<file path="config.mk">
export PLATFORM = sky130hd
export DESIGN_NAME = rirq_top
export DESIGN_NICKNAME = d
export VERILOG_FILES = /design/src/rirq_route.v /design/src/rirq_top.v
export VERILOG_INCLUDE_DIRS = /design/src
export SDC_FILE = /design/constraint.sdc
export NUM_CORES = 1
export LEC_CHECK = 0
export ABC_AREA = 1
export BUFFER_PORTS_ARGS = -buffer_cell sky130_fd_sc_hd__buf_4
export CAP_MARGIN = 10
export CORE_UTILIZATION = 40
export CTS_CLUSTER_DIAMETER = 80
export CTS_CLUSTER_SIZE = 28
export DETAILED_ROUTE_END_ITERATION = 8
export HOLD_SLACK_MARGIN = 0.12
export PLACE_DENSITY = 0.63
export SKIP_LAST_GASP = 1
export SLEW_MARGIN = 20
export SYNTH_ARGS = -nofsm -noshare
export SYNTH_HDL_FRONTEND = slang
export SYNTH_HIERARCHICAL = 1
export SYNTH_SLANG_ARGS = --single-unit
</file>
<file path="constraint.sdc">
create_clock -name i_clk -period 5.1 [get_ports i_clk]
set_input_delay 0.51 -clock i_clk [delete_from_list [all_inputs] [get_ports i_clk]]
set_output_delay 0.51 -clock i_clk [all_outputs]
set_load 0.02 [all_outputs]
</file>
<file path="src/rirq_consts.vh">
// Constants for the radio interrupt source select block.
// Assumes inclusion by every design file that needs the map; definitions only.
`ifndef RIRQ_CONSTS_VH
`define RIRQ_CONSTS_VH

// Register indices; byte address is four times the index
`define RIRQ_IDX_CFG        6'h0D
`define RIRQ_IDX_MODE       6'h10
`define RIRQ_IDX_THRESH     6'h11
`define RIRQ_IDX_ISTAT      6'h12
`define RIRQ_IDX_IMASK      6'h13
`define RIRQ_IDX_QLEVEL     6'h14

// Routing and status register field positions
`define RIRQ_CFG_L0_HI      7
`define RIRQ_CFG_L0_LO      6
`define RIRQ_CFG_L1_HI      5
`define RIRQ_CFG_L1_LO      4
`define RIRQ_CFG_TXSEL      3
`define RIRQ_CFG_FULL       2
`define RIRQ_CFG_HASDATA    1
`define RIRQ_CFG_OVR        0

// Mode register field positions
`define RIRQ_MODE_DM_HI     1
`define RIRQ_MODE_DM_LO     0
`define RIRQ_MODE_ST_HI     3
`define RIRQ_MODE_ST_LO     2
`define RIRQ_MODE_AFILT     4

// Interrupt status bit positions
`define RIRQ_IS_LINE0       0
`define RIRQ_IS_LINE1       1
`define RIRQ_IS_OVR         2
`define RIRQ_IS_TX_COMPLETE_EVENT      3

// Reset values
`define RIRQ_RST_CFG        5'h0_0
`define RIRQ_RST_MODE       5'h0_0
`define RIRQ_RST_THRESH     6'h0_F
`define RIRQ_RST_IMASK      4'h0

// Data modes and operating states
`define RIRQ_DM_CONT        2'h0
`define RIRQ_DM_BUF         2'h1
`define RIRQ_ST_STBY        2'h0
`define RIRQ_ST_RX          2'h1
`define RIRQ_ST_TX          2'h2
`define RIRQ_ST_SLEEP       2'h3

// Queue depth in bytes
`define RIRQ_QDEPTH         7'h40

`endif

</file>
<file path="src/rirq_route.v">
// Source selection for the two interrupt lines.
// Pure combinational; the caller registers the results.
`timescale 1ns/1ps
`include "rirq_consts.vh"

module rirq_route (
   // Configuration
   input  wire [1:0] i_data_mode_sel,
   input  wire [1:0] i_op_state,
   input  wire [1:0] i_line0_rx_source_sel,
   input  wire [1:0] i_line1_rx_source_sel,
   input  wire       i_line1_tx_source_sel,
   input  wire       i_addr_filter_en,
   // Sources
   input  wire       i_sync_event,
   input  wire       i_address_match_event,
   input  wire       i_signal_strength_event,
   input  wire       i_recovered_bit_clock,
   input  wire       i_byte_written_event,
   input  wire       i_payload_ready_event,
   input  wire       i_crc_pass_event,
   input  wire       i_tx_complete_event,
   input  wire       i_queue_empty,
   input  wire       i_queue_full,
   input  wire       i_queue_thresh,
   // Selected lines
   output reg        o_line0,
   output reg        o_line1
);

   reg pkt;
   reg cont;

   // Mode decode, then per-mode selection tables
   always @* begin
      cont = (i_data_mode_sel == `RIRQ_DM_CONT);
      pkt  = i_data_mode_sel[1];
      o_line0 = 1'b0;
      o_line1 = 1'b0;
      if (i_op_state == `RIRQ_ST_TX) begin
         if (cont)
            o_line1 = i_recovered_bit_clock;
         else
            o_line1 = i_line1_tx_source_sel ? i_tx_complete_event : i_queue_full;
      end else if (i_op_state != `RIRQ_ST_SLEEP) begin
         // Queue sources run in standby as well as receive
         if (cont) begin
            o_line0 = (i_line0_rx_source_sel == 2'h1) ? i_signal_strength_event : i_sync_event;
            o_line1 = i_recovered_bit_clock;
         end else begin
            case (i_line0_rx_source_sel)
               2'h3:    o_line0 = (pkt && i_addr_filter_en) ? i_address_match_event
                                                            : i_sync_event;
               2'h2:    o_line0 = i_queue_empty;
               2'h1:    o_line0 = i_byte_written_event;
               default: o_line0 = pkt & i_payload_ready_event;
            endcase
            case (i_line1_rx_source_sel)
               2'h3:    o_line1 = i_queue_thresh;
               2'h2:    o_line1 = i_signal_strength_event;
               2'h1:    o_line1 = i_queue_full;
               default: o_line1 = pkt & i_crc_pass_event;
            endcase
         end
      end
   end

endmodule // rirq_route

</file>
<file path="src/rirq_top.v">
// Interrupt routing, queue status and register file of the radio block.
// Assumes an APB master on i_clk and radio core event levels on the same clock,
// except the recovered bit clock and signal strength, which arrive from outside.
// Push, pop and transmit strobes are one-clock pulses from the core;
// the core empties its byte storage on the flush pulse.
// Overview of operation
// - In continuous mode during receive or standby, line 0 shows sync for codes 11, 10, 00 and signal strength for 01.
// - In buffer mode during receive or standby, line 0 shows sync, queue empty, byte written or nothing for 11, 10, 01, 00.
// - In packet mode during receive or standby, line 0 shows sync or address match, queue empty, byte written, payload ready.
// - Line 1 in receive or standby is the bit clock in continuous mode, else threshold, strength, full, then none or CRC pass.
// - In transmit, line 1 is the bit clock in continuous mode, else transmit complete when bit 3 is 1 and queue full when 0.
// - Data mode 00 is continuous, 01 buffer and either 1x code packet.
// - Queue empty, threshold and full sources also work in standby.
// - Status bit 2 reads 1 while the queue is full and mirrors the queue full source.
// - Status bit 1 reads 1 while the queue holds data and 0 when it is empty.
// - Bit 0 reads 1 once a queue overrun has happened.
// - Writing 1 to bit 0 clears the overrun flag and flushes the queue.
// - The routing register sits at index 0x0D and resets to all zeros.
// - A six-bit threshold, reset 001111, sets the queue level raising the threshold source.
// - Transmit complete rises only after the final bit has left the transmit shift register.
`timescale 1ns/1ps
`include "rirq_consts.vh"

module rirq_top (
   // Clock and reset
   input  wire        i_clk,
   input  wire        i_arst_n,
   // APB slave
   input  wire        i_psel,
   input  wire        i_penable,
   input  wire        i_pwrite,
   input  wire [7:0]  i_paddr,
   input  wire [31:0] i_pwdata,
   output wire [31:0] o_prdata,
   output wire        o_pready,
   output wire        o_pslverr,
   // Radio core events, same clock
   input  wire        i_sync_event,
   input  wire        i_address_match_event,
   input  wire        i_payload_ready_event,
   input  wire        i_crc_pass_event,
   input  wire        i_queue_push,
   input  wire        i_queue_pop,
   input  wire        i_tx_frame_start,
   input  wire        i_tx_last_bit_out,
   // Asynchronous sources
   input  wire        i_recovered_bit_clock,
   input  wire        i_signal_strength_event,
   // Outputs to host and radio core
   output wire        o_irq_line0,
   output wire        o_irq_line1,
   output wire        o_irq,
   output wire        o_queue_flush
);

   // Word index match; a low address bit set makes the access unmapped
   // Shared by the read mux, the writes and the error answer
   function hit;
      input [7:0] addr;
      input [5:0] idx;
      begin
         hit = (addr[7:2] == idx) && (addr[1:0] == 2'h0);
      end
   endfunction

   // Rising edge of a level against its value one clock earlier
   function went_high;
      input cur;
      input prev;
      begin
         went_high = cur & ~prev;
      end
   endfunction

   // Register map by word index
   //   0x0D route   [7:6] line 0 code, [5:4] line 1 code, [3] tx select
   //                [2] full, [1] holds data, [0] overrun, write 1 flushes
   //   0x10 mode    [1:0] data mode, [3:2] state, [4] address filter
   //   states       00 standby, 01 receive, 10 transmit, 11 sleep
   //   0x11 thresh  [5:0] level for the threshold source
   //   0x12 status  [0] line 0 rise, [1] line 1 rise, [2] overrun, [3] tx done
   //   0x13 mask    status layout, 1 lets the bit through
   //   0x14 count   [6:0] bytes held, read only
   //   other        error answer, reads zero

   // Register state
   // Routing full and holds-data bits are computed, not stored; overrun is held in ovr_q
   reg  [4:0]  cfg_q;
   reg  [4:0]  mode_q;
   reg  [5:0]  thresh_q;
   reg  [3:0]  istat_q;
   reg  [3:0]  imask_q;
   reg         ovr_q;
   reg  [6:0]  qcount_q;
   reg         tx_complete_event_q;
   reg         flush_q;
   // Bus answer state
   reg  [31:0] prdata_q;
   reg         pready_q;
   reg         pslverr_q;
   // Output flops
   reg         line0_q;
   reg         line1_q;
   reg         irq_q;
   // Edge history for status capture
   reg         line0_prev_q;
   reg         line1_prev_q;
   reg         tx_complete_event_prev_q;
   // Synchronisers
   reg  [1:0]  meta_q;
   reg  [1:0]  sync_q;

   // Bus decode; a write lands only at the access edge with pready
   wire        setup    = i_psel & ~i_penable;
   wire        wr_done  = i_psel & i_penable & pready_q & i_pwrite;
   wire        wr_cfg   = wr_done & hit(i_paddr, `RIRQ_IDX_CFG);

   // Queue status; threshold 0 holds its source high
   wire        q_full   = (qcount_q == `RIRQ_QDEPTH);
   wire        q_empty  = (qcount_q == 7'h00);
   wire        q_thresh = (qcount_q >= {1'b0, thresh_q});

   // Overrun set and clear
   wire        ovr_set  = i_queue_push & q_full;
   wire        ovr_clr  = wr_cfg & i_pwdata[`RIRQ_CFG_OVR];

   // Synchronised pins, second stage only
   wire        bitclk_s = sync_q[0];
   wire        sigstr_s = sync_q[1];

   // Internal nets
   wire        route0;
   wire        route1;
   wire [3:0]  ev;
   reg  [31:0] rd_d;
   reg         known_d;

   // Selection network; sources enter as levels
   // A core event must stay high until the clock edge sees it
   rirq_route u_route (
      .i_data_mode_sel         (mode_q[`RIRQ_MODE_DM_HI:`RIRQ_MODE_DM_LO]),
      .i_op_state              (mode_q[`RIRQ_MODE_ST_HI:`RIRQ_MODE_ST_LO]),
      .i_line0_rx_source_sel   (cfg_q[4:3]),
      .i_line1_rx_source_sel   (cfg_q[2:1]),
      .i_line1_tx_source_sel   (cfg_q[0]),
      .i_addr_filter_en        (mode_q[`RIRQ_MODE_AFILT]),
      .i_sync_event            (i_sync_event),
      .i_address_match_event   (i_address_match_event),
      .i_signal_strength_event (sigstr_s),
      .i_recovered_bit_clock   (bitclk_s),
      .i_byte_written_event    (i_queue_push),
      .i_payload_ready_event   (i_payload_ready_event),
      .i_crc_pass_event        (i_crc_pass_event),
      .i_tx_complete_event     (tx_complete_event_q),
      .i_queue_empty           (q_empty),
      .i_queue_full            (q_full),
      .i_queue_thresh          (q_thresh),
      .o_line0                 (route0),
      .o_line1                 (route1)
   );

   // Two-flop synchronisers; first stage feeds only the second
   // Two clocks of latency, three up to the line outputs
   always @(posedge i_clk or negedge i_arst_n) begin
      if (!i_arst_n) begin
         meta_q <= 2'h0;
         sync_q <= 2'h0;
      end else begin
         meta_q <= {i_signal_strength_event, i_recovered_bit_clock};
         sync_q <= meta_q;
      end
   end

   // Read mux; the routing register stores select bits high, status low
   // Status bits are live values, taken at the setup edge
   always @* begin
      rd_d    = 32'h0000_0000;
      known_d = 1'b1;
      if (hit(i_paddr, `RIRQ_IDX_CFG))
         rd_d[7:0] = {cfg_q, q_full, ~q_empty, ovr_q};
      else if (hit(i_paddr, `RIRQ_IDX_MODE))
         rd_d[4:0] = mode_q;
      else if (hit(i_paddr, `RIRQ_IDX_THRESH))
         rd_d[5:0] = thresh_q;
      else if (hit(i_paddr, `RIRQ_IDX_ISTAT))
         rd_d[3:0] = istat_q;
      else if (hit(i_paddr, `RIRQ_IDX_IMASK))
         rd_d[3:0] = imask_q;
      else if (hit(i_paddr, `RIRQ_IDX_QLEVEL))
         rd_d[6:0] = qcount_q;
      else
         known_d = 1'b0;
   end

   // APB answer: ready in the first access cycle, data latched at setup
   // No wait states, as the read mux settles within the setup cycle
   always @(posedge i_clk or negedge i_arst_n) begin
      if (!i_arst_n) begin
         pready_q  <= 1'b0;
         pslverr_q <= 1'b0;
         prdata_q  <= 32'h0000_0000;
      end else begin
         pready_q  <= setup;
         pslverr_q <= setup & ~known_d;
         if (setup && !i_pwrite)
            prdata_q <= rd_d;
         else if (!i_psel)
            prdata_q <= 32'h0000_0000;
      end
   end

   // Writable configuration; status bits of the routing word are not stored
   // Misaligned or unmapped writes miss every hit and change nothing
   always @(posedge i_clk or negedge i_arst_n) begin
      if (!i_arst_n) begin
         cfg_q    <= `RIRQ_RST_CFG;
         mode_q   <= `RIRQ_RST_MODE;
         thresh_q <= `RIRQ_RST_THRESH;
         imask_q  <= `RIRQ_RST_IMASK;
      end else if (wr_done) begin
         if (hit(i_paddr, `RIRQ_IDX_CFG))
            cfg_q <= i_pwdata[`RIRQ_CFG_L0_HI:`RIRQ_CFG_TXSEL];
         if (hit(i_paddr, `RIRQ_IDX_MODE))
            mode_q <= i_pwdata[4:0];
         if (hit(i_paddr, `RIRQ_IDX_THRESH))
            thresh_q <= i_pwdata[5:0];
         if (hit(i_paddr, `RIRQ_IDX_IMASK))
            imask_q <= i_pwdata[3:0];
      end
   end

   // Overrun flag: a push into a full queue sets it, and set wins over clear
   // so an overrun landing on the clearing write is not lost
   always @(posedge i_clk or negedge i_arst_n) begin
      if (!i_arst_n)
         ovr_q <= 1'b0;
      else if (ovr_set)
         ovr_q <= 1'b1;
      else if (ovr_clr)
         ovr_q <= 1'b0;
   end

   // Flush pulse to the queue storage, one cycle after the clearing write
   // From a flop, so the core sees a clean single-clock pulse
   always @(posedge i_clk or negedge i_arst_n) begin
      if (!i_arst_n)
         flush_q <= 1'b0;
      else
         flush_q <= ovr_clr;
   end

   // Occupancy tracker; a full queue drops the incoming byte
   // Push with pop keeps the count, except at full or empty
   // The flushing write wins over both
   always @(posedge i_clk or negedge i_arst_n) begin
      if (!i_arst_n)
         qcount_q <= 7'h00;
      else if (ovr_clr)
         qcount_q <= 7'h00;
      else begin
         case ({i_queue_push & ~q_full, i_queue_pop & ~q_empty})
            2'b10:   qcount_q <= qcount_q + 7'h01;
            2'b01:   qcount_q <= qcount_q - 7'h01;
            default: qcount_q <= qcount_q;
         endcase
      end
   end

   // Transmit complete holds from the last shifted bit to the next frame
   // A last bit and a frame start together leave it set
   always @(posedge i_clk or negedge i_arst_n) begin
      if (!i_arst_n)
         tx_complete_event_q <= 1'b0;
      else if (i_tx_last_bit_out)
         tx_complete_event_q <= 1'b1;
      else if (i_tx_frame_start)
         tx_complete_event_q <= 1'b0;
   end

   // Line outputs registered, so a change shows within one clock
   // One clock of latency buys glitch-free lines
   always @(posedge i_clk or negedge i_arst_n) begin
      if (!i_arst_n) begin
         line0_q <= 1'b0;
         line1_q <= 1'b0;
      end else begin
         line0_q <= route0;
         line1_q <= route1;
      end
   end

   // Edge history so status bits catch rising edges only
   // Resets to the idle line level, so no false edge after reset
   always @(posedge i_clk or negedge i_arst_n) begin
      if (!i_arst_n) begin
         line0_prev_q  <= 1'b0;
         line1_prev_q  <= 1'b0;
         tx_complete_event_prev_q <= 1'b0;
      end else begin
         line0_prev_q  <= line0_q;
         line1_prev_q  <= line1_q;
         tx_complete_event_prev_q <= tx_complete_event_q;
      end
   end

   // Sticky events; the bit clock on line 1 would set bit 1 on every rising edge
   // Overrun records the setting event, not the held flag
   assign ev[`RIRQ_IS_LINE0]  = went_high(line0_q, line0_prev_q);
   assign ev[`RIRQ_IS_LINE1]  = went_high(line1_q, line1_prev_q);
   assign ev[`RIRQ_IS_OVR]    = ovr_set & ~ovr_q;
   assign ev[`RIRQ_IS_TX_COMPLETE_EVENT] = went_high(tx_complete_event_q, tx_complete_event_prev_q);

   // Write one to clear; a new event in the same cycle keeps the bit
   // The host clears after service, or the interrupt stays high
   always @(posedge i_clk or negedge i_arst_n) begin
      if (!i_arst_n)
         istat_q <= 4'h0;
      else if (wr_done && hit(i_paddr, `RIRQ_IDX_ISTAT))
         istat_q <= (istat_q & ~i_pwdata[3:0]) | ev;
      else
         istat_q <= istat_q | ev;
   end

   // Level interrupt from unmasked status
   // Masking drops the line next clock; the status bit stays
   always @(posedge i_clk or negedge i_arst_n) begin
      if (!i_arst_n)
         irq_q <= 1'b0;
      else
         irq_q <= |(istat_q & imask_q);
   end

   // Output drive, every one from a flop
   // Read data holds steady through the access cycle
   assign o_prdata      = prdata_q;
   assign o_pready      = pready_q;
   assign o_pslverr     = pslverr_q;
   assign o_irq_line0   = line0_q;
   assign o_irq_line1   = line1_q;
   assign o_irq         = irq_q;
   assign o_queue_flush = flush_q;

endmodule // rirq_top

</file>
==> impl_metrics.py <==
metrics = {
    "detailed_routing": {
        "drc_errors": 0,
        "met1_length_um": 3350,
        "dr_wl_met3_um": 328,
        "top_layer_used": "met4",
        "drt_iter0_drc": 128,
        "dr.pass1.iters": 4,
        "drt-total-wl_um": 7300,
        "detail-route-antenna-nets": 0,
        "wl_met2_um": 3460,
        "via_per_inst": 4.86,
        "wire_per_inst_um": 13.0,
        "vias": 2734,
    },
    "final_layout": {
        "drive_gt1_share_pct": 16.3,
        "final_nets": 525,
        "diodes": 0,
        "syn_to_final_growth_pct": 14.2,
        "finalInstanceArea_um2": 3650,
    },
    "global_routing": {
        "grt_first_pass_wirelength_um": 12200,
        "grt_pass1_vias": 2624,
        "overflow": 0,
        "antenna_found_initial": 0,
        "grt_usage_pct": 18.7,
        "grt_max_degree": 55,
    },
    "logic_synthesis": {
        "syn_inst": 413,
        "avgSynthCellArea_um2": 7.75,
        "synth_top_family_by_area": "simple AND/OR/NAND/NOR gates",
        "synth_compound_area_share_pct": 12.0,
        "netlist-cell-type-count": 35,
        "synth-seq-cells": 54,
        "synthAdderAreaFrac_pct": 3.91,
        "dominantRegCellSynth": "dfrtp_1",
        "synth_xor_area_share_pct": 2.42,
        "synthTopCellsByArea": "dfrtp_1 (39%), nand2_1 (12%), inv_1 (6.9%), buf_4 (5.6%), o21ai_0 (5.2%)",
        "yosys_warnings": 6,
        "post-synth-top-count-cell": "nand2_1",
        "muxShareOfSynthArea_pct": 0.939,
        "async_reset_ff_share_pct": 100,
        "yosysTopAreaCellShare_pct": 39.1,
        "ys_top_cells_by_count": "nand2_1 (103), inv_1 (59), dfrtp_1 (50)",
        "synth_simple_gate_area_share_pct": 24.4,
        "synth-seq-area-share_pct": 42.4,
        "synth_top_area_cell": "dfrtp_1",
        "synth_edf_count": 0,
        "synth_area_um2": 3200,
    },
    "placed_design": {
        "place_congestion": 0.827,
        "portBuffers": 44,
        "dp_slack_ns": 2.10,
        "placed_cell_area_um2": 3540,
        "place_hpwl_um": 5610,
    },
    "floorplan": {
        "initial_core_util_pct": 41.4,
        "ios": 93,
        "die_w_um": 91.4,
        "coreArea_um2": 7730,
        "std_cell_rows": 32,
        "dieArea_um2": 8360,
        "die_y_um": 91.4,
    },
    "power": {
        "p_sw_uw": 424,
        "p_int_uw": 745,
        "pwr-share-seq_pct": 44.1,
        "pwr-share-comb_pct": 29.7,
        "swShare_pct": 36.2,
        "peakVddDrop_v": 0.000134,
        "power_density_nw_per_um2": 320,
        "power.share.clock_pct": 26.2,
        "p_leak_nw": 1.94,
    },
    "clock_network": {
        "clockBufferDepth": 2,
        "cts.repair.resized": 0,
        "cts_setup_buffers": 0,
        "clk_transition_reported_paths_ns": 0.11,
        "cts_tree": "built",
        "cts_sinks": 54,
        "holdBufCountCts": 0,
        "cts_max_level": 2,
        "cts_made_buffers": 5,
        "root_buffer": "clkbuf_8",
        "worstSkewPairLatency_ns": 0.32,
    },
    "critical_path": {
        "critPathMostFrequentCell": "inv_1",
        "critical_path.top_delay_family": "simple AND/OR/NAND/NOR gates",
        "critPathKind": "reg -> reg",
        "cp.depth": 15,
        "cp.arrival_ns": 3.24,
        "path_buf_inv": 4,
        "end_kind": "register",
        "worstPathMaxFanout": 7,
        "cp_slowest_cell": "dfrtp_1",
        "required_ns": 5.31,
        "crit_chain": "inv_1, nand4_1, nor3_1, inv_1, nand2_1, ha_1, xnor2_1, inv_1, ha_1, inv_1, nand2_1, nand3_1, nand4_1, nand3_1, nand2_1",
        "max_stage_delay_ns": 0.49,
        "reg2reg_depth": 15,
        "start_kind": "register",
    },
    "sta": {
        "relSlewSlack_pct": 53.8,
        "fmax_ghz": 0.330,
        "finalHoldViolCount": 0,
        "min_period_ns": 3.03,
        "worstMarginPinSlew_ns": 0.692,
        "slew_violations": 0,
        "fin_crit_sh_pct": 59.3,
        "tns_ns": 0,
        "setup_slack_ns": 2.07,
        "finalSetupViolCount": 0,
        "fin_worst_skew_ns": 0.00606,
        "rsz0062_at_grt": "no",
    },
    "flow_run": {
        "maxCapViolCount": 0,
    },
    "outcome": {
        "status": "complete, no violations",
    },
    "worst_hold_path": {
        "min-delay-path-class": "in -> async",
    },
}
-- power by group through the flow --
stage	clock [mW]	combinational [mW]	sequential, mW
floorplan	0	0.273	0.509
CTS	0.310	0.350	0.515
global placement	0	0.336	0.523
detailed placement	0	0.347	0.524
finish	0.306	0.347	0.515
global route	0.326	0.404	0.522
-- layout make-up --
| cell class | count | area (um2) |
|---|---|---|
| multi-input cells | 293 | 1490 |
| repair buffers | 44 | 330 |
| inverters | 62 | 233 |
| clock buffers | 5 | 68.8 |
| clock inverters | 3 | 47.5 |
| flip-flops and latches | 54 | 1360 |
| fillers | 781 | 4080 |
| well taps | 102 | 128 |
-- layer usage --
| layer | GRT usage [%] | vias to the layer above |
|---|---|---|
| met1 | 24.5 | 1271 |
| met3 | 2.76 | 17 |
| met4 | 7.41 | 0 |
| li1 | - | 1358 |
| met2 | 30.8 | 88 |
| met5 | 0 | - |
-- path summary, 6_finish.rpt --
kind,end,slack (ns),startpoint
setup / recovery,qcount_q[6],2.07,qcount_q[3]
hold / removal,meta_q[1],0.21,i_arst_n
setup reg to reg,qcount_q[6],2.07,qcount_q[3]
hold reg to reg,sync_q[1],0.36,meta_q[1]
max in group asynchronous,ovr_q,4.41,i_arst_n
min in group i_clk,meta_q[1],0.29,i_signal_strength_event
-- stage by stage --
| step | cells | hold WS [ns] | power, mW | utilization (%) |
|---|---|---|---|---|
| after floorplan | 436 | 0.214 | 0.782 | - |
| after global placement | 555 | 0.332 | 0.859 | 45.8 |
| after detailed placement | 555 | 0.342 | 0.872 | 45.8 |
| after CTS | 563 | 0.255 | 1.18 | 47.3 |
| after global routing | 563 | 0.276 | 1.25 | 47.3 |
| final | 563 | 0.213 | 1.17 | 47.3 |
-- state kept, by name, indices dropped and copies added, names as in the netlist, 2 cells and up --
name and count:
imask_q 4, cfg_q 5, o_prdata 8, sync_q 2, qcount_q 7, istat_q 4
meta_q 2, mode_q 5, thresh_q 6
-- placed cells by master (no fill, tap or decap), types with 2 or more instances in the layout --
master,n
conb_1,24
xor2_1,4
nand2_2,2
nor2_4,2
nor2_1,32
nand2_1,103
dfrtp_1,50
o22ai_1,4
ha_1,10
xnor2_1,3
nand4_1,7
o21bai_1,5
o21ai_0,33
clkbuf_8,5
nor3_1,2
a21oi_1,9
dfstp_2,4
nor2_2,4
inv_2,3
inv_1,59
buf_4,44
mux2_4,2
o21ai_1,12
nand2_4,2
nand3_1,24
-- kinds of logic after synthesis --
group                      Yosys count
and+or+nand+nor                    180
buffers and inverters               89
AOI/OAI and AO/OA                   69
DFF                                 54
adders and majority gates           10
xor gates and xnor gates             8
muxes                                2
other                                1
(Power assumes the default switching activity.)
